<file path="src/core/fbc_pkg.sv">
package fbc_pkg;
    localparam int CLK_PERIOD_NS = 25;
    localparam int T_WR_PULSE_NS = 50;
    localparam int T_RD_ACCESS_NS = 100;
    localparam int T_RESET_LOW_NS = 100;

    // least time rounded up to whole cycles, never below one
    function automatic int min_cyc(input int ns);
        int c;
        c = (ns + CLK_PERIOD_NS - 1) / CLK_PERIOD_NS;
        return (c < 1) ? 1 : c;
    endfunction : min_cyc

    localparam int WR_PULSE_CYC = min_cyc(T_WR_PULSE_NS);
    localparam int RD_ACCESS_CYC = min_cyc(T_RD_ACCESS_NS);
    localparam int RESET_LOW_CYC = min_cyc(T_RESET_LOW_NS);

    localparam int CNT_W = 8;
    localparam int ADDR_W = 17;
    localparam int DATA_W = 16;
    typedef logic [CNT_W-1:0] fbc_cnt_t;

    localparam logic [7:0] CMD_ERASE_SETUP = 8'h20;
    localparam logic [7:0] ERASE_GO_CMD = 8'hD0;
    localparam logic [7:0] CMD_PROG_SETUP = 8'h40;
    localparam logic [7:0] CMD_READ_ARRAY = 8'hFF;
    localparam logic [7:0] BYTE_PAD = 8'h00;

    // dq lanes the host drives; bit 15 is top_data_or_low_addr
    localparam logic [DATA_W-1:0] MASK_NONE = 16'h0000;
    localparam logic [DATA_W-1:0] MASK_ALL = 16'hFFFF;
    localparam logic [DATA_W-1:0] MASK_BYTE_WR = 16'h80FF;
    localparam logic [DATA_W-1:0] MASK_BYTE_RD = 16'h8000;
    localparam logic [DATA_W-1:0] OE_N_IDLE = 16'hFFFF;
    localparam logic [6:0] LANE_PAD = 7'h00;

    // only id_code_select may be high during an identification read
    localparam logic [ADDR_W-1:0] ID_CODE_SELECT_MASK = 17'h00001;

    typedef enum logic [2:0] {
        OP_READ = 3'h0,
        OP_ERASE = 3'h1,
        OP_PROGRAM = 3'h2,
        OP_READ_ARRAY = 3'h3,
        OP_ID_HV = 3'h4,
        OP_ID_CMD = 3'h5
    } fbc_op_t;

    typedef enum logic [2:0] {
        ST_IDLE = 3'h0,
        ST_PRE = 3'h1,
        ST_FIRST = 3'h3,
        ST_SECOND = 3'h2,
        ST_DONE = 3'h6
    } fbc_state_t;

    typedef enum logic [1:0] {
        C_IDLE = 2'h0,
        C_SETUP = 2'h1,
        C_STROBE = 2'h3,
        C_HOLD = 2'h2
    } fbc_cstate_t;
endpackage : fbc_pkg

</file>
<file path="src/core/fbc_cyc_if.sv">
`timescale 1ns/1ps
`default_nettype none
interface fbc_cyc_if;
    logic start;
    logic wr;
    logic done;
    logic [15:0] wdata;
    logic [15:0] mask;
    logic [15:0] rdata;
    modport seq(output start, wr, wdata, mask, input done, rdata);
    modport cyc(input start, wr, wdata, mask, output done, rdata);
endinterface : fbc_cyc_if
`default_nettype wire

</file>
<file path="src/core/fbc_cycle.sv">
`timescale 1ns/1ps
`default_nettype none
module fbc_cycle #(
    parameter int WR_CYC = fbc_pkg::WR_PULSE_CYC,
    parameter int RD_CYC = fbc_pkg::RD_ACCESS_CYC
) (
    input wire logic core_clk_i,
    input wire logic reset_i,
    fbc_cyc_if.cyc bus,
    output logic chip_sel_n_o,
    output logic out_en_n_o,
    output logic write_n_o,
    output logic [15:0] dq_o,
    output logic [15:0] dq_oe_n_o,
    input wire logic [15:0] dq_i
);
    fbc_pkg::fbc_cstate_t st_r, st_nxt;
    fbc_pkg::fbc_cnt_t cnt_r;
    logic wr_r;
    logic cur_wr;
    logic [15:0] mask_r, cur_mask, data_r, cur_data;

    assign cur_wr = (st_r == fbc_pkg::C_IDLE) ? bus.wr : wr_r;
    assign cur_mask = (st_r == fbc_pkg::C_IDLE) ? bus.mask : mask_r;
    assign cur_data = (st_r == fbc_pkg::C_IDLE) ? bus.wdata : data_r;

    always_comb begin
        st_nxt = st_r;
        case (st_r)
            fbc_pkg::C_IDLE: if (bus.start) st_nxt = fbc_pkg::C_SETUP;
            fbc_pkg::C_SETUP: st_nxt = fbc_pkg::C_STROBE;
            fbc_pkg::C_STROBE: if (cnt_r == '0) st_nxt = fbc_pkg::C_HOLD;
            default: st_nxt = fbc_pkg::C_IDLE;
        endcase
    end

    always_ff @(posedge core_clk_i) begin
        if (reset_i) begin
            st_r <= fbc_pkg::C_IDLE;
            cnt_r <= '0;
        end else begin
            st_r <= st_nxt;
            if (st_r == fbc_pkg::C_SETUP) begin
                cnt_r <= wr_r ? fbc_pkg::fbc_cnt_t'(WR_CYC - 1) : fbc_pkg::fbc_cnt_t'(RD_CYC - 1);
            end else if (cnt_r != '0) begin
                cnt_r <= cnt_r - 1'b1;
            end
        end
    end

    always_ff @(posedge core_clk_i) begin
        if (reset_i) begin
            wr_r <= 1'b0;
            mask_r <= fbc_pkg::MASK_NONE;
            data_r <= '0;
        end else if (st_r == fbc_pkg::C_IDLE && bus.start) begin
            wr_r <= bus.wr;
            mask_r <= bus.mask;
            data_r <= bus.wdata;
        end
    end

    // pins follow the state they will be in, so they match st_r exactly
    always_ff @(posedge core_clk_i) begin
        if (reset_i) begin
            chip_sel_n_o <= 1'b1;
            out_en_n_o <= 1'b1;
            write_n_o <= 1'b1;
            dq_oe_n_o <= fbc_pkg::OE_N_IDLE;
            dq_o <= '0;
        end else begin
            chip_sel_n_o <= (st_nxt == fbc_pkg::C_IDLE);
            write_n_o <= !(st_nxt == fbc_pkg::C_STROBE && cur_wr);
            out_en_n_o <= !(st_nxt == fbc_pkg::C_STROBE && !cur_wr);
            dq_oe_n_o <= (st_nxt == fbc_pkg::C_IDLE) ? fbc_pkg::OE_N_IDLE : ~cur_mask;
            dq_o <= cur_data;
        end
    end

    always_ff @(posedge core_clk_i) begin
        if (reset_i) begin
            bus.done <= 1'b0;
            bus.rdata <= '0;
        end else begin
            bus.done <= (st_r == fbc_pkg::C_HOLD);
            if (st_r == fbc_pkg::C_STROBE && cnt_r == '0 && !wr_r) bus.rdata <= dq_i;
        end
    end
endmodule : fbc_cycle
`default_nettype wire

</file>
<file path="src/core/fbc_host.sv">
// How it works
// - erase is setup code then confirm code, confirm directly after setup
// - program is setup code, then one write carrying address and data
// - after program, erase or command identify, write array-read code before reading
// - non-boot confirm and data write only with program supply raised
// - during high-voltage identify, other address lines held low
`timescale 1ns/1ps
`default_nettype none
module fbc_host #(
    parameter int ADDR_W = fbc_pkg::ADDR_W,
    parameter logic [7:0] ID_READ_CMD = 8'h00,
    parameter int RESET_LOW_CYC = fbc_pkg::RESET_LOW_CYC
) (
    input wire logic core_clk_i,
    input wire logic reset_i,
    input wire logic req_valid_i,
    input wire logic [2:0] req_op_i,
    input wire logic [ADDR_W-1:0] req_addr_i,
    input wire logic req_lsb_i,
    input wire logic [15:0] req_data_i,
    input wire logic req_boot_i,
    input wire logic req_word_i,
    input wire logic req_unlock_by_pin_i,
    input wire logic pd_req_i,
    output logic req_ready_o,
    output logic rsp_valid_o,
    output logic [15:0] rsp_data_o,
    output logic chip_sel_n_o,
    output logic out_en_n_o,
    output logic write_n_o,
    output logic reset_powerdown_n_o,
    output logic reset_unlock_hv_o,
    output logic boot_unlock_o,
    output logic program_supply_high_o,
    output logic id_voltage_addr_line_o,
    output logic word_width_o,
    output logic [ADDR_W-1:0] addr_o,
    output logic [15:0] dq_o,
    output logic [15:0] dq_oe_n_o,
    input wire logic [15:0] dq_i
);
    fbc_pkg::fbc_state_t st_r, st_nxt;
    fbc_pkg::fbc_op_t op_r, op_in, op_cur;
    fbc_pkg::fbc_cnt_t rst_cnt_r;
    logic [ADDR_W-1:0] addr_r, addr_cur;
    logic [15:0] data_r, data_cur;
    logic lsb_r, word_r, boot_r, pin_r, stale_r;
    logic lsb_cur, word_cur, boot_cur, pin_cur;
    logic go, cyc_wr, use_data, pd_idle, alters, last_step;
    logic [7:0] cyc_code, last_code_r;

    fbc_cyc_if bus();

    fbc_cycle u_cycle (
        .core_clk_i(core_clk_i),
        .reset_i(reset_i),
        .bus(bus),
        .chip_sel_n_o(chip_sel_n_o),
        .out_en_n_o(out_en_n_o),
        .write_n_o(write_n_o),
        .dq_o(dq_o),
        .dq_oe_n_o(dq_oe_n_o),
        .dq_i(dq_i)
    );

    // byte width: data on low lanes, address bit on the top lane
    function automatic logic [15:0] bus_word(input logic [15:0] d, input logic lsb,
                                             input logic word);
        return word ? d : {lsb, fbc_pkg::LANE_PAD, d[7:0]};
    endfunction : bus_word

    function automatic logic [15:0] drive_mask(input logic wr, input logic word);
        if (wr) return word ? fbc_pkg::MASK_ALL : fbc_pkg::MASK_BYTE_WR;
        return word ? fbc_pkg::MASK_NONE : fbc_pkg::MASK_BYTE_RD;
    endfunction : drive_mask

    assign op_in = fbc_pkg::fbc_op_t'(req_op_i);
    assign op_cur = (st_r == fbc_pkg::ST_IDLE) ? op_in : op_r;
    assign addr_cur = (st_r == fbc_pkg::ST_IDLE) ? req_addr_i : addr_r;
    assign data_cur = (st_r == fbc_pkg::ST_IDLE) ? req_data_i : data_r;
    assign lsb_cur = (st_r == fbc_pkg::ST_IDLE) ? req_lsb_i : lsb_r;
    assign word_cur = (st_r == fbc_pkg::ST_IDLE) ? req_word_i : word_r;
    assign boot_cur = (st_r == fbc_pkg::ST_IDLE) ? req_boot_i : boot_r;
    assign pin_cur = (st_r == fbc_pkg::ST_IDLE) ? req_unlock_by_pin_i : pin_r;
    assign alters = (op_cur == fbc_pkg::OP_ERASE) || (op_cur == fbc_pkg::OP_PROGRAM);
    assign pd_idle = pd_req_i && (st_r == fbc_pkg::ST_IDLE) && !go;
    assign last_step = (st_nxt == fbc_pkg::ST_DONE) && (st_r != fbc_pkg::ST_DONE);

    always_comb begin
        st_nxt = st_r;
        go = 1'b0;
        case (st_r)
            fbc_pkg::ST_IDLE: begin
                if (req_valid_i && req_ready_o) begin
                    go = 1'b1;
                    st_nxt = (op_in == fbc_pkg::OP_READ && stale_r) ?
                             fbc_pkg::ST_PRE : fbc_pkg::ST_FIRST;
                end
            end
            fbc_pkg::ST_PRE: begin
                if (bus.done) begin
                    go = 1'b1;
                    st_nxt = fbc_pkg::ST_FIRST;
                end
            end
            fbc_pkg::ST_FIRST: begin
                if (bus.done) begin
                    if (alters || op_r == fbc_pkg::OP_ID_CMD) begin
                        go = 1'b1;
                        st_nxt = fbc_pkg::ST_SECOND;
                    end else begin
                        st_nxt = fbc_pkg::ST_DONE;
                    end
                end
            end
            fbc_pkg::ST_SECOND: if (bus.done) st_nxt = fbc_pkg::ST_DONE;
            default: st_nxt = fbc_pkg::ST_IDLE;
        endcase
        cyc_wr = 1'b1;
        use_data = 1'b0;
        cyc_code = fbc_pkg::CMD_READ_ARRAY;
        case (st_nxt)
            fbc_pkg::ST_FIRST: begin
                case (op_cur)
                    fbc_pkg::OP_READ, fbc_pkg::OP_ID_HV: cyc_wr = 1'b0;
                    fbc_pkg::OP_ERASE: cyc_code = fbc_pkg::CMD_ERASE_SETUP;
                    fbc_pkg::OP_PROGRAM: cyc_code = fbc_pkg::CMD_PROG_SETUP;
                    fbc_pkg::OP_ID_CMD: cyc_code = ID_READ_CMD;
                    default: cyc_code = fbc_pkg::CMD_READ_ARRAY;
                endcase
            end
            fbc_pkg::ST_SECOND: begin
                case (op_cur)
                    fbc_pkg::OP_ERASE: cyc_code = fbc_pkg::ERASE_GO_CMD;
                    fbc_pkg::OP_PROGRAM: use_data = 1'b1;
                    default: cyc_wr = 1'b0;
                endcase
            end
            default: cyc_code = fbc_pkg::CMD_READ_ARRAY;
        endcase
    end

    always_ff @(posedge core_clk_i) begin
        if (reset_i) begin
            st_r <= fbc_pkg::ST_IDLE;
            op_r <= fbc_pkg::OP_READ;
            addr_r <= '0;
            data_r <= '0;
            lsb_r <= 1'b0;
            word_r <= 1'b0;
            boot_r <= 1'b0;
            pin_r <= 1'b0;
        end else begin
            st_r <= st_nxt;
            if (st_r == fbc_pkg::ST_IDLE && go) begin
                op_r <= op_in;
                addr_r <= req_addr_i;
                data_r <= req_data_i;
                lsb_r <= req_lsb_i;
                word_r <= req_word_i;
                boot_r <= req_boot_i;
                pin_r <= req_unlock_by_pin_i;
            end
        end
    end

    always_ff @(posedge core_clk_i) begin
        if (reset_i) begin
            bus.start <= 1'b0;
            bus.wr <= 1'b0;
            bus.wdata <= '0;
            bus.mask <= fbc_pkg::MASK_NONE;
            addr_o <= '0;
            word_width_o <= 1'b0;
            program_supply_high_o <= 1'b0;
            reset_unlock_hv_o <= 1'b0;
            boot_unlock_o <= 1'b0;
            id_voltage_addr_line_o <= 1'b0;
        end else begin
            bus.start <= go;
            if (go) begin
                bus.wr <= cyc_wr;
                bus.wdata <= bus_word(use_data ? data_cur : {fbc_pkg::BYTE_PAD, cyc_code},
                                      lsb_cur, word_cur);
                bus.mask <= drive_mask(cyc_wr, word_cur);
                word_width_o <= word_cur;
                if (op_cur == fbc_pkg::OP_ID_HV || op_cur == fbc_pkg::OP_ID_CMD) begin
                    addr_o <= addr_cur & ADDR_W'(fbc_pkg::ID_CODE_SELECT_MASK);
                end else begin
                    addr_o <= addr_cur;
                end
                program_supply_high_o <= (st_nxt == fbc_pkg::ST_SECOND) && alters;
                reset_unlock_hv_o <= (st_nxt == fbc_pkg::ST_SECOND) && alters && boot_cur
                                     && !pin_cur;
                boot_unlock_o <= (st_nxt == fbc_pkg::ST_SECOND) && alters && boot_cur
                                 && pin_cur;
                id_voltage_addr_line_o <= (st_nxt == fbc_pkg::ST_FIRST)
                                          && (op_cur == fbc_pkg::OP_ID_HV);
            end else if (st_nxt == fbc_pkg::ST_DONE) begin
                program_supply_high_o <= 1'b0;
                reset_unlock_hv_o <= 1'b0;
                boot_unlock_o <= 1'b0;
                id_voltage_addr_line_o <= 1'b0;
            end
        end
    end

    always_ff @(posedge core_clk_i) begin
        if (reset_i) begin
            stale_r <= 1'b0;
        end else if (pd_idle || (st_r == fbc_pkg::ST_PRE && bus.done)) begin
            stale_r <= 1'b0;
        end else if (last_step) begin
            if (op_r == fbc_pkg::OP_READ_ARRAY) stale_r <= 1'b0;
            else if (op_r != fbc_pkg::OP_READ && op_r != fbc_pkg::OP_ID_HV) stale_r <= 1'b1;
        end
    end

    always_ff @(posedge core_clk_i) begin
        if (reset_i) begin
            rsp_valid_o <= 1'b0;
            rsp_data_o <= '0;
        end else begin
            rsp_valid_o <= last_step;
            if (bus.done && !bus.wr) begin
                rsp_data_o <= word_r ? bus.rdata
                                     : {fbc_pkg::BYTE_PAD, bus.rdata[7:0]};
            end
        end
    end

    always_ff @(posedge core_clk_i) begin
        if (reset_i) begin
            rst_cnt_r <= fbc_pkg::fbc_cnt_t'(RESET_LOW_CYC);
            reset_powerdown_n_o <= 1'b0;
            req_ready_o <= 1'b0;
        end else begin
            if (pd_idle) rst_cnt_r <= fbc_pkg::fbc_cnt_t'(RESET_LOW_CYC);
            else if (rst_cnt_r != '0) rst_cnt_r <= rst_cnt_r - 1'b1;
            reset_powerdown_n_o <= !pd_idle && (rst_cnt_r == '0);
            req_ready_o <= !pd_idle && (rst_cnt_r == '0) && reset_powerdown_n_o
                           && (st_nxt == fbc_pkg::ST_IDLE);
        end
    end

    // helper: low byte of the last write put on the bus, command code or program data
    always_ff @(posedge core_clk_i) begin
        if (reset_i) last_code_r <= fbc_pkg::BYTE_PAD;
        else if (go && cyc_wr) last_code_r <= use_data ? data_cur[7:0] : cyc_code;
    end
endmodule : fbc_host
`default_nettype wire

</file>
<file path="config.mk">
export PLATFORM = sky130hd
export DESIGN_NAME = fbc_host
export DESIGN_NICKNAME = d
export VERILOG_FILES = /design/src/core/fbc_pkg.sv /design/src/core/fbc_cyc_if.sv /design/src/core/fbc_cycle.sv /design/src/core/fbc_host.sv
export SDC_FILE = /design/constraint.sdc
export NUM_CORES = 1
export LEC_CHECK = 0
export BUFFER_PORTS_ARGS = -buffer_cell sky130_fd_sc_hd__buf_2
export CAP_MARGIN = 20
export CORE_ASPECT_RATIO = 0.6
export CORE_MARGIN = 2
export CORE_UTILIZATION = 35
export CTS_CLUSTER_DIAMETER = 60
export DETAILED_ROUTE_END_ITERATION = 10
export PLACE_DENSITY = 0.55
export SYNTH_ARGS = -nofsm -noshare
export SYNTH_HDL_FRONTEND = slang
export SYNTH_HIERARCHICAL = 1
export SYNTH_SLANG_ARGS = --single-unit
</file>
<file path="constraint.sdc">
create_clock -name core_clk_i -period 2 [get_ports core_clk_i]
set_input_delay 0.2 -clock core_clk_i [delete_from_list [all_inputs] [get_ports core_clk_i]]
set_output_delay 0.2 -clock core_clk_i [all_outputs]
set_load 0.1 [all_outputs]
</file>
==> results of run 1 <==
[Yosys cell counts, types with 2 or more instances]
| library cell | instances |
|---|---|
| nor4b_1 | 2 |
| o21ai_0 | 10 |
| o221a_2 | 3 |
| clkbuf_1 | 43 |
| nor2_1 | 30 |
| ha_1 | 2 |
| nor3_1 | 9 |
| nand2b_1 | 9 |
| or3_1 | 5 |
| buf_1 | 2 |
| nand4b_1 | 3 |
| or4_1 | 4 |
| a21oi_1 | 124 |
| buf_6 | 3 |
| mux2_2 | 16 |
| o22ai_1 | 4 |
| or3b_1 | 2 |
| buf_4 | 4 |
| o211ai_1 | 2 |
| nor2b_1 | 6 |
| xor2_1 | 3 |
| a31oi_1 | 3 |
| inv_1 | 15 |
| xnor2_1 | 5 |
| a21o_1 | 3 |
| a211oi_1 | 10 |
| o31ai_1 | 3 |
| nand3b_1 | 2 |
| o32ai_1 | 2 |
| nand3_1 | 23 |
| o2bb2ai_1 | 23 |
| mux2i_1 | 49 |
| nor3b_1 | 4 |
| dfxtp_1 | 208 |
| buf_2 | 14 |
| nand2_1 | 277 |
| nor4_1 | 5 |
[final cells by class]
type	count	area, sq um
tap	315	394
fill	2210	12000
clock buffer	28	636
timing repair buffer	248	1770
inverter	16	60.1
clock inverter	12	145
antenna	1	2.50
sequential	208	4170
multi-input combinational	672	4010
[registers in the layout, indices dropped and copies added (netlist names), 16 cells and up]
signal,cells
u_cycle/dq_oe_n_o,16
addr_o,17
u_cycle/data_r,16
u_cycle/dq_o,16
addr_r,17
u_cycle/bus.rdata,16
data_r,16
u_cycle/mask_r,16
bus.wdata,16
rsp_data_o,16
[through the flow]
stage,worst slack [ns],utilization
after floorplan,0.00777,-
after global placement,-0.0152,0.412
after detailed placement,-0.0224,0.412
after CTS,0.00604,0.470
after global routing,-0.0547,0.482
final,0.00512,0.482
[logic make-up (layout without fill, tap and decap cells)]
logic type                 Yosys count  in the layout  share of synthesized area
DFF                                208            208                      0.501
adders and majority gates            2              2                    0.00301
and+or+nand+nor                    393            394                      0.210
other                                0              1                          0
xor gates and xnor gates             8              8                    0.00843
AOI/OAI and AO/OA                  203            203                      0.153
muxes                               65             65                     0.0807
buffers and inverters               82            304                     0.0436
[power breakdown]
part	internal, W	leakage, nW	switching, W	total [W]
clock	0.00265	0.387	0.00170	0.00434
sequential	0.00421	1.68	0.0000853	0.00429
combinational	0.000427	2.43	0.000432	0.000859
total	0.00728	4.50	0.00222	0.00950
[path summary, 6_finish.rpt]
check | end | slack [ns] | depth (start not counted)
hold reg to reg | rsp_data_o[10] | 0.45 | 2
hold / removal | rsp_data_o[1] | 0.13 | 2
setup / recovery | bus.wdata[3] | 0.005 | 6
setup reg to reg | bus.wdata[3] | 0.005 | 6
[per-layer routing]
| layer | global-route usage | up-vias | wire length, um |
|---|---|---|---|
| met3 | 0.0390 | 31 | 1310 |
| li1 | - | 3712 | - |
| met5 | 0 | - | 13 |
| met1 | 0.268 | 3330 | 12000 |
| met2 | 0.256 | 184 | 9160 |
| met4 | 0.0420 | 2 | 383 |
[critical path: cells and delay by family, from the launching register on]
family | cells | cell delay [ns]
AO/OA/AOI/OAI | 4 | 1.03
flip-flops | 1 | 0.32
AND/OR/NAND/NOR | 1 | 0.39
buffers and inverters | 1 | 0.11
[what timing repair did]
| action | 4_1_cts | 5_1_grt |
|---|---|---|
| hold buffers | 56 | 0 |
| gates resized for setup | 4 | 37 |
| setup endpoints to repair | 29 | 42 |
| pin swaps | 2 | 19 |
| gates cloned | 0 | 2 |
| hold endpoints to repair | 80 | 0 |
| setup buffers | 0 | 6 |
==> impl_metrics.yaml, run 1 <==
setup_path:
  crit_chain: "or3b_4 > a31o_4 > buf_6 > a21o_4 > o41ai_4 > o22ai_1"
  critical-path-slowest-cell: "o41ai_4"
  cp-start-kind: "flip-flop"
  startpoint: "op_r[0]"
  critPathKind: "reg2reg"
  max_stage_delay_ns: 0.42
  cp-end-kind: "flip-flop"
  cp.arrival_ns: 2.37
  crit_required_ns: 2.37
  r2r_start: "op_r[0]"
  timing.critical_path.fanout_max: 4
floorplanning:
  die_x_um: 203
  floorplan.io_pins: 136
  fp-row-count: 43
  chipHeight_um: 123
  initial_utilization: 0.358
  total_die_area_sq_mm: 0.0250
  core_area_sq_mm: 0.0232
sta:
  finalHoldViolCount: 0
  worst_slew_pin_slew_ns: 0.755
  fin_worst_skew_ns: 0.0168
  maxSlewViolCount: 0
  fin_tns_setup_ns: 0
  worst_slew_margin_relative_to_its_limit: 0.497
  fmaxAchievable_mhz: 501
  final_period_minus_worst_setup_slack_ns: 1.99
  final-setup-viol-count: 0
  hold-worst-slack_ns: 0.126
  grt_setup_unrepaired: "yes"
  post-route-period-util: 0.997
cells_and_area:
  post_layout_nonfiller_instances: 1500
  drive_above_1_share: 0.252
  final_area_sq_mm: 0.0112
  layout_commonest_cell: "nand2_1"
  nets: 1230
  final_cell_mix: "277 x nand2_1, 203 x dfxtp_1, 134 x buf_2, 123 x a21oi_1, 56 x dlygate4sd3_1"
  synthToLayoutAreaGrowth_pct: 34.6
synth:
  yosysTopAreaCellShare: 0.501
  seq_area_frac_synth: 0.501
  synthesis.area_sq_mm: 0.00831
  number_of_enable_type_register_cells_in_the_synthesized_netlist: 0
  synth_top_cells_by_area: "dfxtp_1 50%, nand2_1 13%, a21oi_1 7.5%, mux2i_1 5.9%, o2bb2ai_1 2.4%"
  synth_area_per_cell_sq_um: 8.65
  dominant_cell_type_by_area_after_synthesis: "dfxtp_1"
  synthesized_netlist_cell_count: 961
  synthesis.yosys.warnings: 6
  ys_ff_latch: 208
  postSynth.asyncResetShare: 0
  mappedNetlistNets: 1023
  most_used_flip_flop_cell_after_synthesis: "dfxtp_1"
  synth_cell_type_count: 66
clocking:
  clock_latency_ns: 0.51
  clkSinkCount: 208
  number_of_buffers_created_by_cts: 22
  cts_buffer_depth: 3
  cts-htree-levels: 1
  clk_pin_slew_worst_paths_ns: 0.07
  tritoncts_clock_tree: "done"
  ctsRootBufferMaster: "clkbuf_16"
global_routing:
  first_global_vias: 6733
  grt_overflow_total: 0
  antenna_found_initial: 2
  total_grt_usage: 0.178
  grt_pass1_wl_um: 35900
  grt_max_degree: 66
placed_design:
  finalWeightedCongestion: 0.859
  hpwl_um: 14900
  placedInstanceArea_sq_mm: 0.00955
  numPortBuffers: 135
  placed_cells_incl_taps: 1395
power:
  worst_ir_drop_vdd_mv: 0.534
  power_density_mw_per_mm2: 849
  design_power_total_w: 0.00950
  power.static_leakage_nw: 4.50
drt:
  drt_wl_total_um: 22900
  drt_first_iter_violations: 427
  drt_pass1_iterations: 5
  num_vias: 7259
  viasPerCell: 4.84
  wl_per_cell_um: 15.3
  drcViolationCount: 0
  route.antenna.remaining_nets: 0
hold_path:
  classification_of_the_worst_slack_hold_path: "in2reg"
  hold_path_startpoint: "reset_i"
job:
  max_cap_viol_count: 0
status:
  run_status: "finished clean"
Power figures use the tool's default switching activity.
==> run 2: changes to the inputs <==
==> constraint.sdc (replaced) <==
create_clock -name core_clk_i -period 2 [get_ports core_clk_i]
set_input_delay 0.4 -clock core_clk_i [delete_from_list [all_inputs] [get_ports core_clk_i]]
set_output_delay 0.4 -clock core_clk_i [all_outputs]
set_load 0.1 [all_outputs]
==> run 2 against run 1 <==
Against the previous run:
- combinational power fell by 11%
- die area stayed put
- sequential share of layout area grew 2.9 points
- power is 4.6% lower
- non-clock buffer count fell by 53
==> impl_metrics.yaml, run 2 (synthesized netlist as in run 1, its figures left out) <==
sta:
  fin_worst_skew_ns: 0.0249
  finalHoldViolCount: 0
  grt_setup_unrepaired: "no"
  maxSlewViolCount: 0
  final_period_minus_worst_setup_slack_ns: 1.94
  hold-worst-slack_ns: 0.136
  post-route-period-util: 0.970
  final-setup-viol-count: 0
  fmaxAchievable_mhz: 515
  worst_slew_pin_slew_ns: 0.762
  worst_slew_margin_relative_to_its_limit: 0.492
setup_path:
  timing.critical_path.max_delay_family: "compound AO/OA/AOI/OAI gates"
  cp-end-kind: "flip-flop"
  cp-start-kind: "flip-flop"
  cp.arrival_ns: 2.32
  critical-path-slowest-cell: "o41ai_4"
  reg2reg_setup_slack_ns: 0.06
  max_stage_delay_ns: 0.43
  timing.critical_path.fanout_max: 8
  critPathKind: "reg2reg"
  path_buf_inv: 0
  crit_chain: "nand4bb_4 > o221a_4 > or3_4 > o41ai_4 > o22ai_1"
  crit_required_ns: 2.38
global_routing:
  grt_overflow_total: 0
  first_global_vias: 6530
  grt_max_degree: 52
  grt_pass1_wl_um: 35200
  antenna_found_initial: 7
  total_grt_usage: 0.175
power:
  worst_ir_drop_vdd_mv: 0.569
  power_density_mw_per_mm2: 873
  power.static_leakage_nw: 4.18
  design_power_total_w: 0.00906
cells_and_area:
  multiInputGateArea_sq_mm: 0.00384
  n_fill_cell: 2292
  synthToLayoutAreaGrowth_pct: 24.9
  final_cell_mix: "277 x nand2_1, 205 x dfxtp_1, 134 x buf_2, 123 x a21oi_1, 54 x buf_4"
  top_regs: "addr_o x17, addr_r x17"
  layout_commonest_cell: "nand2_1"
  nets: 1175
  drive_above_1_share: 0.242
  post_layout_nonfiller_instances: 1446
  sequential_cell_area_sq_mm: 0.00417
clocking:
  number_of_buffers_created_by_cts: 21
  cts_buffer_depth: 3
  tritoncts_clock_tree: "done"
  ctsRootBufferMaster: "clkbuf_16"
  clock_latency_ns: 0.51
  clk_pin_slew_worst_paths_ns: 0.07
  holdBufCountCts: 0
  clkSinkCount: 208
  cts-htree-levels: 1
status:
  run_status: "finished clean"
drt:
  route.antenna.remaining_nets: 0
  drcViolationCount: 0
  num_vias: 7003
  drt_pass1_iterations: 5
  drt_wl_total_um: 22100
  drt_first_iter_violations: 448
  viasPerCell: 4.84
  wl_per_cell_um: 15.3
floorplanning:
  initial_utilization: 0.358
  core_area_sq_mm: 0.0232
  fp-row-count: 43
  die_x_um: 203
  floorplan.io_pins: 136
  chipHeight_um: 123
  total_die_area_sq_mm: 0.0250
hold_path:
  classification_of_the_worst_slack_hold_path: "in2reg"
placed_design:
  placed_cells_incl_taps: 1402
  finalWeightedCongestion: 0.812
  hpwl_um: 14900
  numPortBuffers: 135
job:
  max_cap_viol_count: 0
run 2: changes by cell type in the layout (fill, tap and decap cells not counted), sizes merged:
cell / previous run / this run
dlygate4sd3: 56 / 0
clkinv: 8 / 4
buf: 191 / 194
diode: 1 / 4
clkbuf: 29 / 31
bufinv: 3 / 2
clkinvlp: 1 / 0
inv: 16 / 17
nor2: 31 / 30
run 2: power breakdown:
part           internal, W  switching (W)  leakage [nW]
logic             0.000355       0.000406          2.15
registers          0.00421      0.0000827          1.68
clock network      0.00238        0.00163         0.348
total              0.00694        0.00212          4.18
run 2: what timing repair did:
item / CTS / global route
pin swaps: 2 / 8
gates cloned: 0 / 1
setup endpoints to repair: 27 / 36
buffers inserted: 0 / 2
gates resized for setup: 5 / 7
endpoints found under the hold margin: 0 / 0
run 2: worst min-delay path: cells and delay by family:
| family | cells | cell delay (ns) |
|---|---|---|
| AND/OR/NAND/NOR | 1 | 0.05 |
| AO/OA/AOI/OAI | 1 | 0.05 |
| buffers and inverters | 1 | 0.10 |
run 2: final timing paths:
| kind | from | to | cells past startpoint |
|---|---|---|---|
| max | st_r[1] | bus.wdata[3] | 5 |
| min | req_addr_i[3] | addr_r[3] | 3 |
| max reg2reg | st_r[1] | bus.wdata[3] | 5 |
| min reg2reg | rsp_data_o[11] | rsp_data_o[11] | 2 |
run 2: stage by stage:
stage	cell area, sq um	setup TNS [ns]	setup slack, ns	util
2_1_floorplan	8320	0	0.00777	-
3_3_place_gp	9590	-0.618	-0.0468	0.414
3_5_place_dp	9590	-0.662	-0.0743	0.414
4_1_cts	10300	0	0.00477	0.444
5_1_grt	10400	0	0.00669	0.447
6_report	10400	0	0.0595	0.448
run 2: area by class of cell:
type | instances | area share
Sequential cell | 208 | 0.402
Multi-Input combinational cell | 671 | 0.370
Timing Repair Buffer | 195 | 0.117
Clock buffer | 30 | 0.0587
Tap cell | 315 | 0.0380
Clock inverter | 7 | 0.00855
Inverter | 16 | 0.00578
Antenna cell | 4 | 0.000964
run 2: per-layer routing:
metal	global-route usage	share of wire
met5	0	0.0018
met4	0.0297	0.014
met3	0.0543	0.066
met2	0.252	0.40
met1	0.257	0.52
==> run 3: changes to the inputs <==
--- a/config.mk
+++ b/config.mk
@@ -13,6 +13,7 @@
 export CTS_CLUSTER_DIAMETER = 60
 export DETAILED_ROUTE_END_ITERATION = 10
 export PLACE_DENSITY = 0.55
+export REMOVE_ABC_BUFFERS = 1
 export SYNTH_ARGS = -nofsm -noshare
 export SYNTH_HDL_FRONTEND = slang
 export SYNTH_HIERARCHICAL = 1
==> run 3 against run 2 <==
Against the previous run:
- clock power grew 2%
- highest routed layer unchanged
- clock skew shrank 0.017 ns
- register-to-register slack lost 0.02 ns
- worst hold slack lost 0.00077 ns
- global-route usage shrank 0.14 points
- die area is the same
- flip-flop and latch count is the same
- routed wire length shrank 0.36%
- sequential share of layout area shrank 0.24 points
==> impl_metrics.yaml, run 3 (synthesized netlist as in run 1, its figures left out) <==
setup_path:
  cpMostUsedCell: "buf_4"
  critical-path-slowest-cell: "buf_4"
  critPathKind: "reg2reg"
  reg2reg_setup_slack_ns: 0.04
  crit_required_ns: 2.40
  path_buf_inv: 2
  r2r_start: "st_r[2]"
  max_stage_delay_ns: 0.46
  crit_chain: "buf_4 > nor3_4 > buf_4 > mux2i_1 > nor3_1 > a32o_1"
  number_of_cells_on_the_worst_reg_to_reg_path: 6
  timing.critical_path.fanout_max: 28
  cp.arrival_ns: 2.36
  cp-start-kind: "flip-flop"
  timing.critical_path.max_delay_family: "buffers and inverters"
  cp-end-kind: "flip-flop"
  worstReg2RegEnd: "reset_unlock_hv_o"
global_routing:
  first_global_vias: 6500
  grt_overflow_total: 0
  total_grt_usage: 0.173
  antenna_found_initial: 3
  grt_pass1_wl_um: 34800
  grt_max_degree: 56
clocking:
  clkSinkCount: 208
  clk_pin_slew_worst_paths_ns: 0.06
  number_of_buffers_created_by_cts: 22
  cts_buffer_depth: 3
  ctsRootBufferMaster: "clkbuf_16"
  clock_latency_ns: 0.51
  cts-htree-levels: 1
  tritoncts_clock_tree: "done"
  holdBufCountCts: 0
sta:
  fmaxAchievable_mhz: 510
  post-route-period-util: 0.980
  grt_setup_unrepaired: "yes"
  setup_slack_after_layout_ns: 0.0401
  maxSlewViolCount: 0
  fin_worst_skew_ns: 0.00804
  worst_slew_pin_slew_ns: 0.737
  worst_slew_margin_relative_to_its_limit: 0.509
  finalHoldViolCount: 0
  hold-worst-slack_ns: 0.135
  final_period_minus_worst_setup_slack_ns: 1.96
  final-setup-viol-count: 0
hold_path:
  hold_path_depth: 3
  classification_of_the_worst_slack_hold_path: "in2reg"
  timing.hold.worst_endpoint: "u_cycle/bus.rdata[0]"
  hold_path_startpoint: "dq_i[0]"
job:
  max_cap_viol_count: 0
drt:
  m1WireLength_um: 11900
  route.antenna.remaining_nets: 0
  num_vias: 7044
  highest_signal_layer_in_the_routed_design: "met5"
  drt_pass1_iterations: 5
  viasPerCell: 4.87
  drcViolationCount: 0
  wl_per_cell_um: 15.2
  drt_first_iter_violations: 416
  met2_length_um: 8390
  met3_length_um: 1350
  drt_wl_total_um: 22000
placed_design:
  dp_worst_setup_slack_ns: -0.107
  numPortBuffers: 135
  hpwl_um: 15000
  placedInstanceArea_sq_mm: 0.00961
  finalWeightedCongestion: 0.880
cells_and_area:
  final_area_sq_mm: 0.0104
  nets: 1178
  n_fill_cell: 2327
  top_regs: "addr_o x17, addr_r x17"
  drive_above_1_share: 0.246
  final_cell_mix: "277 x nand2_1, 206 x dfxtp_1, 134 x buf_2, 124 x a21oi_1, 57 x buf_4"
  layout_commonest_cell: "nand2_1"
  synthToLayoutAreaGrowth_pct: 25.5
floorplanning:
  die_x_um: 203
  core_area_sq_mm: 0.0232
  fp-row-count: 43
  floorplan.io_pins: 136
  initial_utilization: 0.358
  total_die_area_sq_mm: 0.0250
  chipHeight_um: 123
status:
  run_status: "finished clean"
power:
  worst_ir_drop_vdd_mv: 0.494
  power_density_mw_per_mm2: 880
  power.static_leakage_nw: 4.20
run 3: cell count changes in the layout (fill, tap and decap cells not counted), moves of 2 or more:
cell	delta
dfxtp_4	-2
diode_2	-3
clkbuf_16	+2
buf_4	+3
run 3: area by class of cell:
type	instances	area (sq um)	share of cell area
Antenna cell	1	2.50	0.000240
Clock buffer	32	669	0.0642
Timing Repair Buffer	197	1220	0.117
Multi-Input combinational cell	671	3860	0.370
Sequential cell	208	4170	0.399
Tap cell	315	394	0.0378
Inverter	16	60.1	0.00576
Clock inverter	6	61.3	0.00588
run 3: layer usage:
layer | up-vias | GRT usage
met5 | - | 0
li1 | 3601 | -
met2 | 167 | 0.240
met3 | 29 | 0.0380
met1 | 3243 | 0.270
met4 | 4 | 0.0351
run 3: where the power goes:
| group | total (W) | switching, W | internal, W |
|---|---|---|---|
| Combinational | 0.000791 | 0.000424 | 0.000368 |
| Sequential | 0.00429 | 0.0000845 | 0.00421 |
| Clock | 0.00410 | 0.00165 | 0.00245 |
run 3: through the flow:
stage                     setup TNS (ns)  power (W)   util  cells
after CTS                              0    0.00927  0.446   1443
after detailed placement          -0.461    0.00515  0.415   1405
final                                  0    0.00918  0.450   1446
after floorplan                   -99.54    0.00481      -    895
after global routing              -0.465    0.00955  0.450   1445
after global placement             -1.19    0.00514  0.414   1404
run 3: worst max path at each step:
stage	startpoint	end	slack [ns]	depth (start not counted)
6_report	st_r[2]	reset_unlock_hv_o	0.04	6
5_1_grt	st_r[2]	bus.wdata[7]	-0.10	6
4_1_cts	st_r[1]	bus.wdata[1]	0.00001	5
3_5_place_dp	req_op_i[0]	bus.wdata[1]	-0.11	7
3_3_place_gp	req_op_i[0]	bus.wdata[2]	-0.05	7
2_1_floorplan	st_r[2]	addr_r[0]	-1.29	4
run 3: worst register-to-register path, cell delays in order, from the launching register on:
cell	delay [ns]
dfxtp_1	0.35
buf_4	0.17
nor3_4	0.25
buf_4	0.46
mux2i_1	0.26
nor3_1	0.08
a32o_1	0.28
run 3: what timing repair did:
item                                    in CTS  in global routing
gates cloned                                 0                  1
pin swaps                                    1                  7
setup buffers                                0                  1
endpoints found under the setup margin       7                 50
resized for setup                            3                  9
